[src/pfadc_pkg.sv]
package pfadc_pkg;

  // ********************************************************
  // Register map and field layout
  // ********************************************************
  localparam logic [7:0] OFS_ONESHOT = 8'h00;
  localparam logic [7:0] OFS_CONT = 8'h04;
  localparam logic [7:0] OFS_DEADBAND = 8'h08;
  localparam logic [7:0] OFS_RED = 8'h0C;
  localparam logic [7:0] OFS_FED = 8'h10;
  localparam logic [7:0] OFS_STATUS = 8'h14;

  localparam int unsigned OS_ACT_A_LSB = 0;
  localparam int unsigned OS_TRIG_A_BIT = 2;
  localparam int unsigned OS_ACT_B_LSB = 3;
  localparam int unsigned OS_TRIG_B_BIT = 5;
  localparam int unsigned OS_RELOAD_LSB = 6;
  localparam int unsigned CF_A_LSB = 0;
  localparam int unsigned CF_B_LSB = 2;
  localparam int unsigned DB_MODE_LSB = 0;
  localparam int unsigned DB_POL_LSB = 2;
  localparam int unsigned DB_SRC_LSB = 4;
  localparam int unsigned DB_HALF_BIT = 15;
  localparam int unsigned DELAY_W_DEF = 10;

  // ********************************************************
  // Types
  // ********************************************************
  typedef enum logic [1:0] {
    ACT_NONE = 2'b00,
    ACT_LOW = 2'b01,
    ACT_HIGH = 2'b10,
    ACT_TOGGLE = 2'b11
  } pfadc_action_t;

  typedef enum logic [1:0] {
    RLD_ZERO = 2'b00,
    RLD_PERIOD = 2'b01,
    RLD_EITHER = 2'b10,
    RLD_IMMED = 2'b11
  } pfadc_reload_t;

  typedef enum logic {
    BUS_ACK = 1'b0,
    BUS_IDLE = 1'b1
  } pfadc_bus_t;

  typedef struct packed {
    logic half;
    logic [1:0] src;
    logic [1:0] pol;
    logic [1:0] mode;
  } pfadc_db_ctrl_t;

  typedef struct packed {
    logic [1:0] action;
    logic fire;
    logic [1:0] cont;
  } pfadc_force_cfg_t;

  // ********************************************************
  // Reset values
  // ********************************************************
  localparam pfadc_db_ctrl_t RST_DB = 7'h00;
  localparam pfadc_reload_t RST_RELOAD = RLD_ZERO;
  localparam logic [3:0] RST_CONT = 4'h0;
  localparam logic [1:0] RST_ACT = 2'h0;

  // ********************************************************
  // Shared functions
  // ********************************************************
  function automatic logic apply_action(input logic level,
                                        input logic [1:0] act);
    logic r;
    r = level;
    case (act)
      ACT_LOW: r = 1'b0;
      ACT_HIGH: r = 1'b1;
      ACT_TOGGLE: r = ~level;
      default: r = level;
    endcase
    return r;
  endfunction

  function automatic logic [15:0] merge16(input logic [15:0] old,
                                          input logic [15:0] nw,
                                          input logic [3:0] be);
    logic [15:0] m;
    m = {{8{be[1]}}, {8{be[0]}}};
    return (old & ~m) | (nw & m);
  endfunction

endpackage

[src/pfadc_force_unit.sv]
`timescale 1ns/1ns
module pfadc_force_unit (
  input wire logic i_sys_clk,
  input wire logic i_rst_b,
  input wire logic i_time_base_tick,
  input wire logic [1:0] i_event_action,
  input wire pfadc_pkg::pfadc_force_cfg_t i_cfg,
  output logic o_level
);

  typedef struct packed {
    logic level;
  } pfadc_fu_state_t;

  pfadc_fu_state_t q;
  pfadc_fu_state_t d;

  // ********************************************************
  // Level update on the time-base tick
  // ********************************************************
  // Continuous force outranks the one-shot, which outranks events.
  always_comb begin
    d = q;
    if (i_time_base_tick) begin
      case (i_cfg.cont)
        pfadc_pkg::ACT_LOW: d.level = 1'b0;
        pfadc_pkg::ACT_HIGH: d.level = 1'b1;
        default: begin
          if (i_cfg.fire) begin
            d.level = pfadc_pkg::apply_action(q.level,
                                              i_cfg.action);
          end else begin
            d.level = pfadc_pkg::apply_action(q.level,
                                              i_event_action);
          end
        end
      endcase
    end
  end

  always_ff @(posedge i_sys_clk or negedge i_rst_b) begin
    if (!i_rst_b) begin
      q <= '0;
    end else begin
      q <= d;
    end
  end

  assign o_level = q.level;

endmodule

[src/pfadc_edge_delay.sv]
`timescale 1ns/1ns
module pfadc_edge_delay #(
  parameter int unsigned DELAY_W = 10
) (
  input wire logic i_sys_clk,
  input wire logic i_rst_b,
  input wire logic i_step,
  input wire logic i_in,
  input wire logic [DELAY_W-1:0] i_delay,
  output logic o_out
);

  if (DELAY_W < 1 || DELAY_W > 16) begin : g_bad_width
    $error("Delay width must lie between 1 and 16.");
  end

  typedef struct packed {
    logic [DELAY_W-1:0] cnt;
    logic out;
  } pfadc_ed_state_t;

  pfadc_ed_state_t q;
  pfadc_ed_state_t d;

  // ********************************************************
  // Rising-edge delay counter
  // ********************************************************
  // The counter saturates at the delay, so it never wraps.
  always_comb begin
    d = q;
    if (!i_in) begin
      d.cnt = '0;
      d.out = 1'b0;
    end else if (q.cnt >= i_delay) begin
      d.out = 1'b1;
    end else if (i_step) begin
      d.cnt = q.cnt + 1'b1;
    end
  end

  always_ff @(posedge i_sys_clk or negedge i_rst_b) begin
    if (!i_rst_b) begin
      q <= '0;
    end else begin
      q <= d;
    end
  end

  assign o_out = q.out;

endmodule

[src/pfadc_ctrl.sv]
`timescale 1ns/1ns
// Contract
// - One-shot force on A applies action: none, low, high, toggle.
// - One-shot force is never gated by counter direction.
// - B continuous force: 01 low, 10 high, 00 and 11 off.
// - A continuous force: 01 low, 10 high, 00 and 11 off.
// - Immediate mode: new force acts at next time-base tick.
// - Shadow mode: force acts at tick after shadow transfer.
// - Reload select field chooses immediate or shadow operation.
// - Reload on zero, period, either, or bypass shadow entirely.
// - Writing 1 to trigger A fires once; reads 0; 0 ignored.
// - Half-cycle bit clocks delay counters at double tick rate.
// - Source 00 feeds A into both delay paths.
// - Source 01: B to rising delay, A to falling delay.
// - Source 10: A to rising delay, B to falling delay.
// - Source 11 feeds B into both delay paths.
// - Polarity bits each invert one delayed signal.
// - Polarity 00 none, 01 A, 10 B, 11 both inverted.
// - Mode 00 bypass, 01 falling on B, 10 rising on A, 11 both.
module pfadc_ctrl #(
  parameter int unsigned DELAY_W = pfadc_pkg::DELAY_W_DEF
) (
  input wire logic i_sys_clk,
  input wire logic i_rst_b,
  input wire logic [7:0] i_avs_address,
  input wire logic i_avs_read,
  input wire logic i_avs_write,
  input wire logic [31:0] i_avs_writedata,
  input wire logic [3:0] i_avs_byteenable,
  output logic [31:0] o_avs_readdata,
  output logic o_avs_waitrequest,
  input wire logic i_time_base_tick,
  input wire logic i_tick_x2,
  input wire logic i_cnt_zero,
  input wire logic i_cnt_period,
  input wire logic [1:0] i_event_action_a,
  input wire logic [1:0] i_event_action_b,
  output logic o_qualified_out_a,
  output logic o_qualified_out_b,
  output logic o_db_out_a,
  output logic o_db_out_b
);

  if (DELAY_W < 1 || DELAY_W > 16) begin : g_bad_width
    $error("Delay width must lie between 1 and 16.");
  end

  // ********************************************************
  // State
  // ********************************************************
  typedef struct packed {
    pfadc_pkg::pfadc_bus_t bus;
    logic [31:0] rdata;
    pfadc_pkg::pfadc_reload_t reload;
    logic [1:0] act_b;
    logic [1:0] act_a;
    logic pend_a;
    logic pend_b;
    logic [3:0] cont_shadow;
    logic [3:0] cont_active;
    pfadc_pkg::pfadc_db_ctrl_t db;
    logic [DELAY_W-1:0] red;
    logic [DELAY_W-1:0] fed;
    logic out_a;
    logic out_b;
  } pfadc_state_t;

  localparam pfadc_state_t ST_RST = '{
    bus: pfadc_pkg::BUS_IDLE,
    reload: pfadc_pkg::RST_RELOAD,
    act_b: pfadc_pkg::RST_ACT,
    act_a: pfadc_pkg::RST_ACT,
    cont_shadow: pfadc_pkg::RST_CONT,
    cont_active: pfadc_pkg::RST_CONT,
    db: pfadc_pkg::RST_DB,
    default: '0
  };

  pfadc_state_t q;
  pfadc_state_t d;

  logic acc;
  logic wr;
  logic [15:0] wv;
  logic [15:0] os_rb;
  logic [15:0] cont_rb;
  logic [15:0] db_rb;
  logic [15:0] os_new;
  logic [15:0] cont_new;
  logic [15:0] db_new;
  logic [15:0] red_new;
  logic [15:0] fed_new;
  logic [15:0] status;
  logic [15:0] rsel;
  logic trig_a;
  logic trig_b;
  logic ld_evt;
  logic step;
  logic red_src;
  logic fed_src;
  logic lvl_a;
  logic lvl_b;
  logic red_out;
  logic fed_raw;
  logic fed_out;
  pfadc_pkg::pfadc_force_cfg_t cfg_a;
  pfadc_pkg::pfadc_force_cfg_t cfg_b;

  // ********************************************************
  // Force units for the two qualified outputs
  // ********************************************************
  // The pending flag is honoured on a tick whatever the count
  // direction, so no direction input exists here.
  assign cfg_a = '{action: q.act_a,
                   fire: q.pend_a & i_time_base_tick,
                   cont: q.cont_active[pfadc_pkg::CF_A_LSB +: 2]};
  assign cfg_b = '{action: q.act_b,
                   fire: q.pend_b & i_time_base_tick,
                   cont: q.cont_active[pfadc_pkg::CF_B_LSB +: 2]};

  pfadc_force_unit u_force_a (
    .i_sys_clk(i_sys_clk),
    .i_rst_b(i_rst_b),
    .i_time_base_tick(i_time_base_tick),
    .i_event_action(i_event_action_a),
    .i_cfg(cfg_a),
    .o_level(lvl_a)
  );

  pfadc_force_unit u_force_b (
    .i_sys_clk(i_sys_clk),
    .i_rst_b(i_rst_b),
    .i_time_base_tick(i_time_base_tick),
    .i_event_action(i_event_action_b),
    .i_cfg(cfg_b),
    .o_level(lvl_b)
  );

  // ********************************************************
  // Dead-band delay paths
  // ********************************************************
  assign step = q.db.half ? i_tick_x2 : i_time_base_tick;
  // Bit 4 steers the rising path, bit 5 the falling path.
  assign red_src = q.db.src[0] ? lvl_b : lvl_a;
  assign fed_src = q.db.src[1] ? lvl_b : lvl_a;

  pfadc_edge_delay #(
    .DELAY_W(DELAY_W)
  ) u_red (
    .i_sys_clk(i_sys_clk),
    .i_rst_b(i_rst_b),
    .i_step(step),
    .i_in(red_src),
    .i_delay(q.red),
    .o_out(red_out)
  );

  // A falling-edge delay is a rising-edge delay of the inverse.
  pfadc_edge_delay #(
    .DELAY_W(DELAY_W)
  ) u_fed (
    .i_sys_clk(i_sys_clk),
    .i_rst_b(i_rst_b),
    .i_step(step),
    .i_in(~fed_src),
    .i_delay(q.fed),
    .o_out(fed_raw)
  );

  assign fed_out = ~fed_raw;

  // ********************************************************
  // Next-state logic
  // ********************************************************
  always_comb begin
    d = q;
    acc = (q.bus == pfadc_pkg::BUS_ACK);
    wr = acc & i_avs_write;
    wv = i_avs_writedata[15:0];
    os_rb = {8'h00, q.reload, 1'b0, q.act_b, 1'b0, q.act_a};
    cont_rb = {12'h000, q.cont_shadow};
    db_rb = {q.db.half, 9'h000, q.db.src,
             q.db.pol, q.db.mode};
    os_new = pfadc_pkg::merge16(os_rb, wv, i_avs_byteenable);
    cont_new = pfadc_pkg::merge16(cont_rb, wv, i_avs_byteenable);
    db_new = pfadc_pkg::merge16(db_rb, wv, i_avs_byteenable);
    red_new = pfadc_pkg::merge16(16'(q.red), wv, i_avs_byteenable);
    fed_new = pfadc_pkg::merge16(16'(q.fed), wv, i_avs_byteenable);
    status = {6'h00, q.pend_b, q.pend_a, q.cont_active,
              q.out_b, q.out_a, lvl_b, lvl_a};
    trig_a = wr & (i_avs_address == pfadc_pkg::OFS_ONESHOT) &
             i_avs_byteenable[0] &
             wv[pfadc_pkg::OS_TRIG_A_BIT];
    trig_b = wr & (i_avs_address == pfadc_pkg::OFS_ONESHOT) &
             i_avs_byteenable[0] & wv[pfadc_pkg::OS_TRIG_B_BIT];

    // Bus handshake: one wait cycle, then a one-cycle answer.
    if (!acc && (i_avs_read || i_avs_write)) begin
      d.bus = pfadc_pkg::BUS_ACK;
    end else begin
      d.bus = pfadc_pkg::BUS_IDLE;
    end

    case (i_avs_address)
      pfadc_pkg::OFS_ONESHOT: rsel = os_rb;
      pfadc_pkg::OFS_CONT: rsel = cont_rb;
      pfadc_pkg::OFS_DEADBAND: rsel = db_rb;
      pfadc_pkg::OFS_RED: rsel = 16'(q.red);
      pfadc_pkg::OFS_FED: rsel = 16'(q.fed);
      pfadc_pkg::OFS_STATUS: rsel = status;
      default: rsel = 16'h0000;
    endcase
    if (!acc && i_avs_read) begin
      d.rdata = {16'h0000, rsel};
    end

    // Shadow transfer chosen by the reload field.
    case (q.reload)
      pfadc_pkg::RLD_ZERO: ld_evt = i_cnt_zero;
      pfadc_pkg::RLD_PERIOD: ld_evt = i_cnt_period;
      pfadc_pkg::RLD_EITHER: ld_evt = i_cnt_zero | i_cnt_period;
      default: ld_evt = 1'b0;
    endcase
    if (ld_evt) begin
      d.cont_active = q.cont_shadow;
    end

    if (wr) begin
      case (i_avs_address)
        pfadc_pkg::OFS_ONESHOT: begin
          d.reload = pfadc_pkg::pfadc_reload_t'(
            os_new[pfadc_pkg::OS_RELOAD_LSB +: 2]);
          d.act_b = os_new[pfadc_pkg::OS_ACT_B_LSB +: 2];
          d.act_a = os_new[pfadc_pkg::OS_ACT_A_LSB +: 2];
        end
        pfadc_pkg::OFS_CONT: begin
          d.cont_shadow = cont_new[3:0];
          if (q.reload == pfadc_pkg::RLD_IMMED) begin
            d.cont_active = cont_new[3:0];
          end
        end
        pfadc_pkg::OFS_DEADBAND: begin
          d.db.half = db_new[pfadc_pkg::DB_HALF_BIT];
          d.db.src = db_new[pfadc_pkg::DB_SRC_LSB +: 2];
          d.db.pol = db_new[pfadc_pkg::DB_POL_LSB +: 2];
          d.db.mode = db_new[pfadc_pkg::DB_MODE_LSB +: 2];
        end
        pfadc_pkg::OFS_RED: d.red = red_new[DELAY_W-1:0];
        pfadc_pkg::OFS_FED: d.fed = fed_new[DELAY_W-1:0];
        default: begin
        end
      endcase
    end

    // A new trigger in the consuming cycle is kept, not lost.
    d.pend_a = (q.pend_a & ~i_time_base_tick) | trig_a;
    d.pend_b = (q.pend_b & ~i_time_base_tick) | trig_b;

    // Mode bit 1 picks the rising path for A, bit 0 the falling
    // path for B; polarity only acts on a delayed path.
    if (q.db.mode[1]) begin
      d.out_a = red_out ^ q.db.pol[0];
    end else begin
      d.out_a = lvl_a;
    end
    if (q.db.mode[0]) begin
      d.out_b = fed_out ^ q.db.pol[1];
    end else begin
      d.out_b = lvl_b;
    end
  end

  always_ff @(posedge i_sys_clk or negedge i_rst_b) begin
    if (!i_rst_b) begin
      q <= ST_RST;
    end else begin
      q <= d;
    end
  end

  // ********************************************************
  // Outputs
  // ********************************************************
  assign o_avs_readdata = q.rdata;
  assign o_avs_waitrequest = q.bus;
  assign o_qualified_out_a = lvl_a;
  assign o_qualified_out_b = lvl_b;
  assign o_db_out_a = q.out_a;
  assign o_db_out_b = q.out_b;

  // ********************************************************
  // Checks
  // ********************************************************
  chk_oneshot_low: assert property (
    @(posedge i_sys_clk) disable iff (!i_rst_b)
    (q.pend_a && i_time_base_tick && q.act_a == 2'b01 &&
     q.cont_active[1:0] != 2'b01 && q.cont_active[1:0] != 2'b10)
    |=> !lvl_a)
    else $error("One-shot clear on A did not drive A low.");

  chk_oneshot_toggle: assert property (
    @(posedge i_sys_clk) disable iff (!i_rst_b)
    (q.pend_a && i_time_base_tick && q.act_a == 2'b11 &&
     q.cont_active[1:0] != 2'b01 && q.cont_active[1:0] != 2'b10)
    |=> lvl_a != $past(lvl_a))
    else $error("One-shot toggle on A did not invert A.");

  chk_cont_b_low: assert property (
    @(posedge i_sys_clk) disable iff (!i_rst_b)
    (i_time_base_tick && q.cont_active[3:2] == 2'b01) |=> !lvl_b)
    else $error("Continuous low force on B not applied.");

  chk_cont_a_high: assert property (
    @(posedge i_sys_clk) disable iff (!i_rst_b)
    (i_time_base_tick && q.cont_active[1:0] == 2'b10) |=> lvl_a)
    else $error("Continuous high force on A not applied.");

  chk_immed_load: assert property (
    @(posedge i_sys_clk) disable iff (!i_rst_b)
    (wr && i_avs_address == pfadc_pkg::OFS_CONT &&
     i_avs_byteenable[0] && q.reload == pfadc_pkg::RLD_IMMED)
    |=> q.cont_active == $past(i_avs_writedata[3:0]))
    else $error("Immediate mode write did not reach active force.");

  chk_shadow_hold: assert property (
    @(posedge i_sys_clk) disable iff (!i_rst_b)
    (q.reload != pfadc_pkg::RLD_IMMED && !ld_evt)
    |=> $stable(q.cont_active))
    else $error("Active force changed without a shadow transfer.");

  chk_zero_load: assert property (
    @(posedge i_sys_clk) disable iff (!i_rst_b)
    (q.reload == pfadc_pkg::RLD_ZERO && i_cnt_zero)
    |=> q.cont_active == $past(q.cont_shadow))
    else $error("Shadow not transferred on counter zero.");

  chk_trigger_reads: assert property (
    @(posedge i_sys_clk) disable iff (!i_rst_b)
    (acc && i_avs_read && i_avs_address == pfadc_pkg::OFS_ONESHOT)
    |-> o_avs_readdata[5] == 1'b0 && o_avs_readdata[2] == 1'b0)
    else $error("One-shot trigger bits did not read as zero.");

  chk_reserved_db: assert property (
    @(posedge i_sys_clk) disable iff (!i_rst_b)
    (acc && i_avs_read && i_avs_address == pfadc_pkg::OFS_DEADBAND)
    |-> o_avs_readdata[14:6] == 9'h000)
    else $error("Reserved dead-band bits did not read as zero.");

  chk_bypass: assert property (
    @(posedge i_sys_clk) disable iff (!i_rst_b)
    q.db.mode == 2'b00
    |=> o_db_out_a == $past(lvl_a) && o_db_out_b == $past(lvl_b))
    else $error("Bypass mode did not pass the qualified outputs.");

  chk_polarity_a: assert property (
    @(posedge i_sys_clk) disable iff (!i_rst_b)
    (q.db.mode[1] && q.db.pol[0])
    |=> o_db_out_a == !$past(red_out))
    else $error("Rising path on A was not inverted.");

endmodule

[config.mk]
export PLATFORM = sky130hd
export DESIGN_NAME = pfadc_ctrl
export DESIGN_NICKNAME = d
export VERILOG_FILES = /design/src/pfadc_pkg.sv /design/src/pfadc_force_unit.sv /design/src/pfadc_edge_delay.sv /design/src/pfadc_ctrl.sv
export SDC_FILE = /design/constraint.sdc
export NUM_CORES = 1
export LEC_CHECK = 0
export CAP_MARGIN = 20
export CORE_MARGIN = 5
export CORE_UTILIZATION = 31
export DETAILED_ROUTE_END_ITERATION = 8
export DONT_BUFFER_PORTS = 1
export PLACE_DENSITY = 0.53
export SLEW_MARGIN = 20
export SYNTH_ARGS = -nofsm -noshare
export SYNTH_HDL_FRONTEND = slang
export SYNTH_SLANG_ARGS = --single-unit
[constraint.sdc]
create_clock -name i_sys_clk -period 2.63 [get_ports i_sys_clk]
set_clock_uncertainty 0.05 [all_clocks]
set_input_delay 0.3945 -clock i_sys_clk [delete_from_list [all_inputs] [get_ports i_sys_clk]]
set_output_delay 0.3945 -clock i_sys_clk [all_outputs]
set_load 0.05 [all_outputs]
======== Word level (Yosys, flattened, before mapping) ========
Index checks and enable logic that the tools add are counted.
word-level totals
  register bits after elaboration ......... 86
  latch bits .............................. 0
  RAM bits ................................ 0
  ROM bits ................................ 0
  input bits .............................. 56
  output and inout bits ................... 37
  logic and storage cells ................. 137
  memories ................................ 0
operators by class
  add/sub/neg operators ................... 2
  multiply operators ...................... 0
  div/mod/pow operators ................... 0
  $lt $le $gt $ge ......................... 2
  equal/unequal tests ..................... 30
  shift-type cells ........................ 0
  muxes and demuxes ....................... 31
  bitwise gates (word level) .............. 31
  reductions and logical operators ........ 18
operators by type and width
  operator                 number
  $pmux W16 S6             1
  $mux W10                 6
  $and A16 B16 Y16         2
  $mux W31                 1
  $eq A2 B2 Y1 const B     12
  $mux W11                 2
  $add A10 B1 Y10 const B  2
  $and A10 B10 Y10         2
  $ge A10 B10 Y1           2
  $or A10 B10 Y10          2
  $eq A8 B4 Y1 const B     2
  $eq A8 B5 Y1 const B     2
  $not A16 Y16             1
  $or A16 B16 Y16          1
  $pmux W1 S3              5
  $eq A2 B1 Y1 const B     7
  $reduce_and A2 Y1        7
  $mux W4                  3
  $ne A6 B1 Y1 const B     2
  $reduce_bool A6 Y1       2
  $mux W1                  10
  $and A1 B1 Y1            9
  $and A8 B8 Y8            1
  $eq A8 B3 Y1 const B     1
  15 further kinds         29

======== Longest topological paths before layout ========
  word-level depth ........................ 6
  depth in mapped cells ................... 8
  depth with buffers taken out ............ 7

======== Cells and area by module ========
Synthesis repeated with hierarchy kept, for this count alone.
unflattened totals
  cell total of the unflattened synthesis .. 480
  area, all modules ....................... 5101.1 um^2
modules (own cells, without submodules)
  module                        instances  cells each  area an instance (um^2)  seq. area each (um^2)
  pfadc_ctrl                    1          251         3024.2                   1427.6
  pfadc_edge_delay              2          94          868.3                    275.3
  pfadc_force_unit (u_force_b)  1          20          171.4                    25.0
  pfadc_force_unit (u_force_a)  1          21          168.9                    25.0

======== Worst setup path before layout ========
OpenSTA, ideal clock, no wires.
  path type ............................... flip-flop to flip-flop
  from .................................... register u_fed.q[1] (netlist bit)
  to ...................................... register u_fed.q[8] (netlist bit)
  setup time .............................. 0.078 ns
  data arrival time ....................... 2.062 ns
  required time ........................... 2.502 ns
  path slack .............................. 0.441 ns
  cell stages (with the launch flop) ...... 9
  path buffers ............................ 1
  clock period less this slack ............ 2.189 ns
  path through ............................ dfrtp_1 inv_1 ha_1 nand2b_1 a21o_1 a211o_1 clkbuf_1 or4_1 a21oi_1
on the way
  longest elaborated chain between the ends .. 4
  elaborated cells between the ends (all ways) .. 7
  those cells by class .................... add/sub: 1; order compare: 1; eq/ne: 1; mux: 3; reduce/logical: 1
ends and longest elaborated chain
  what                      line                    text
  start: declaration        pfadc_edge_delay.sv:22  pfadc_ed_state_t q;
  start signal: assignment  pfadc_edge_delay.sv:43  q <= '0;
  start signal: assignment  pfadc_edge_delay.sv:45  q <= d;
  $add A10 B1 Y10           pfadc_edge_delay.sv:37  d.cnt = q.cnt + 1'b1;
  $mux W10                  pfadc_edge_delay.sv:36  end else if (i_step) begin
  $mux W10                  pfadc_edge_delay.sv:34  end else if (q.cnt >= i_delay) begin
  $mux W11                  pfadc_edge_delay.sv:31  if (!i_in) begin
Parallel ways exist; a longest one is shown, timed or not. The select of a mux whose other input is x is not followed.
A chain may end at the register's enable or synchronous reset.

==> metrics <==
fin crit period 2.36 ns; number of global-route vias before repair 3,715; Slowest cell on crit path or4_1; CTS Buf Count 9; Mapped Cells 485; max cap viols 0; PD cells 559 mW/mm^2; Stages on worst setup path 7; fin crit share 89.7%; Async S/R FF share, synth 100%; Rows 46; Worst Tran Pin Value 0.843 ns; status finished clean; average size of a mapped cell 10.1 um^2; Setup violations, final 0; worst hold margin 0.0672 ns; synthesized area 0.00489 mm^2; Pins Over Slew Limit 0; Startpoint Class register; total core area 0.0157 mm^2; Routed Antenna Nets 0; setup TNS 0 ns; total power 0.00297 W; Synth Register Bits 81; Final Non-Filler Cells 701; Distinct cells, synth 60; YS warnings 0; post-cts sizing count 0; maximum VDD drop 0.342 mV; 1st-iter DRT viols 316; DR vias 3,615; maximum number of pins on one net before global-route repair 82; H-tree depth 3; Worst path top cell family by delay compound AO/OA/AOI/OAI gates; Layout area overhead 8.60%; crit-path max cell delay 0.53 ns; Root Buffer clkbuf_16; WL final 12.4 mm; first-pass GRT wire length 19.9 mm; CTS tree yes; largest cells by area after synthesis dfrtp_1 41%, mux2_2 7.4%, ha_1 6.7%; Post-CTS Setup Repair Bufs 0; Placed Cells 683; CP max FO 13; most instantiated cells after synthesis 80 x dfrtp_1, 48 x nand2_1, 34 x buf_4, 32 x mux2_2, 31 x a21oi_1; HP Class in2reg; Final GP Congestion 0.887; Bufs on Longest Clock Path 2; GRT Total Usage 13.8%; layout cells sized above 1 15.9%; Via density 5.16; IO buf count 0; worst path required time 2.84 ns; initial antenna violation count 0; I/O Pins 93; Leak 2.34 nW; die extent in x 136 um; CP Class reg2reg; starting density of the core 31.2%; Worst slew margin 43.8%; commonest register cell after synthesis dfrtp_1; top cell type's share of synthesized area 41.0%; Worst setup EP type register; Reg2Reg Depth 7; Clock Latency Late Sink 0.34 ns; antenna cells 0; post-synthesis sequential area ratio 41.5%; Final HPWL DP 9.51 mm; Post-synth EDFFs 0; RSZ-0062 raised after global routing false; full die area 0.0184 mm^2; CTS clk-pin slew, worst paths 0.06 ns; CTS Sinks 81; Synth area leader dfrtp_1; DR DRC count 0; Max Fclk 0.424 GHz; # nets final 562; crit path DAT 2.57 ns; Routed wire per std cell 17.7 um; Fillers 1,579; most common cell in the netlist dfrtp_1; gr ovfl total 0; hold path depth 1; TritonRoute pass-1 iters 5; CP Buf/Inv Count 1; die height 136 um; crit path cell chain inv_1, ha_1, a211oi_1, nor2_1, a211o_1, or4_1, a21oi_1; Hold Vio Cnt, Final 0
==> layer usage <==
layer	global-route usage [%]	wire, um
met5	0	0
met4	4.70	270
met3	3.34	765
met2	23.5	6050
met1	17.0	5320
==> final timing paths <==
| kind | from | to | slack, ns |
|---|---|---|---|
| worst max-delay path | register | u_fed.q[8] | 0.27 |
| worst min-delay path | i_avs_read | o_avs_waitrequest | 0.07 |
| worst max register to register | register | u_fed.q[8] | 0.27 |
| worst min register to register | register | o_db_out_a | 0.46 |
| max in group asynchronous | i_rst_b | o_avs_waitrequest | 1.60 |
| min in group asynchronous | i_rst_b | o_avs_readdata[3] | 0.57 |
==> timing repair <==
item / 4_1_cts / 5_1_grt
hold buffers: 2 / 0
endpoints found under the setup margin: 0 / 0
hold endpoints to repair: 81 / 0
==> report_power, final <==
group | internal (W) | switching [W] | total, W
logic | 0.000117 | 0.000246 | 0.000363
clock network | 0.000666 | 0.000519 | 0.00119
registers | 0.00130 | 0.000123 | 0.00142
total | 0.00208 | 0.000888 | 0.00297
==> stage by stage <==
stage / utilization, % / worst slack [ns] / instance area [um^2]
after floorplan: - / 0.441 / 4960
after detailed placement: 31.9 / 0.295 / 4990
after global placement: 31.9 / 0.362 / 4990
after global routing: 33.9 / 0.132 / 5310
final: 33.9 / 0.270 / 5310
after CTS: 33.9 / 0.267 / 5310
==> logic make-up after synthesis <==
| logic type | share of synthesized area, % |
|---|---|
| other cells | 0.0767 |
| simple gates | 16.4 |
| mux | 10.8 |
| flops | 41.5 |
| fa+ha+maj | 6.66 |
| buf+inv | 9.09 |
| compound gates | 14.9 |
| xor+xnor | 0.538 |
==> layout by cell type, fill, tap and decap left out, drive strengths merged, types with 5 or more instances in the layout <==
cell type  Yosys  routed
o21ai         32      32
clkbuf        10      10
nand4          9       9
buf           40      13
nor4           5       5
or4           15      15
conb           1      21
dfrtp         80      80
nand3         15      15
a22o           7       7
ha            26      26
nand2         49      49
a21oi         31      31
mux2          32      32
clkinv         0       5
and3           8       8
nor2          10      10
o31ai         12      12
inv           29      29
nand2b         8       8
mux2i         10      10
==> layout make-up <==
class | count | area, um^2 | area share [%]
Multi-Input combinational cell | 345 | 2490 | 46.9
Sequential cell | 81 | 2030 | 38.2
Tap cell | 216 | 270 | 5.09
Clock buffer | 10 | 239 | 4.50
Timing Repair Buffer | 14 | 128 | 2.40
Inverter | 29 | 109 | 2.05
Clock inverter | 6 | 43.8 | 0.825
Power figures use the tool's default switching activity.
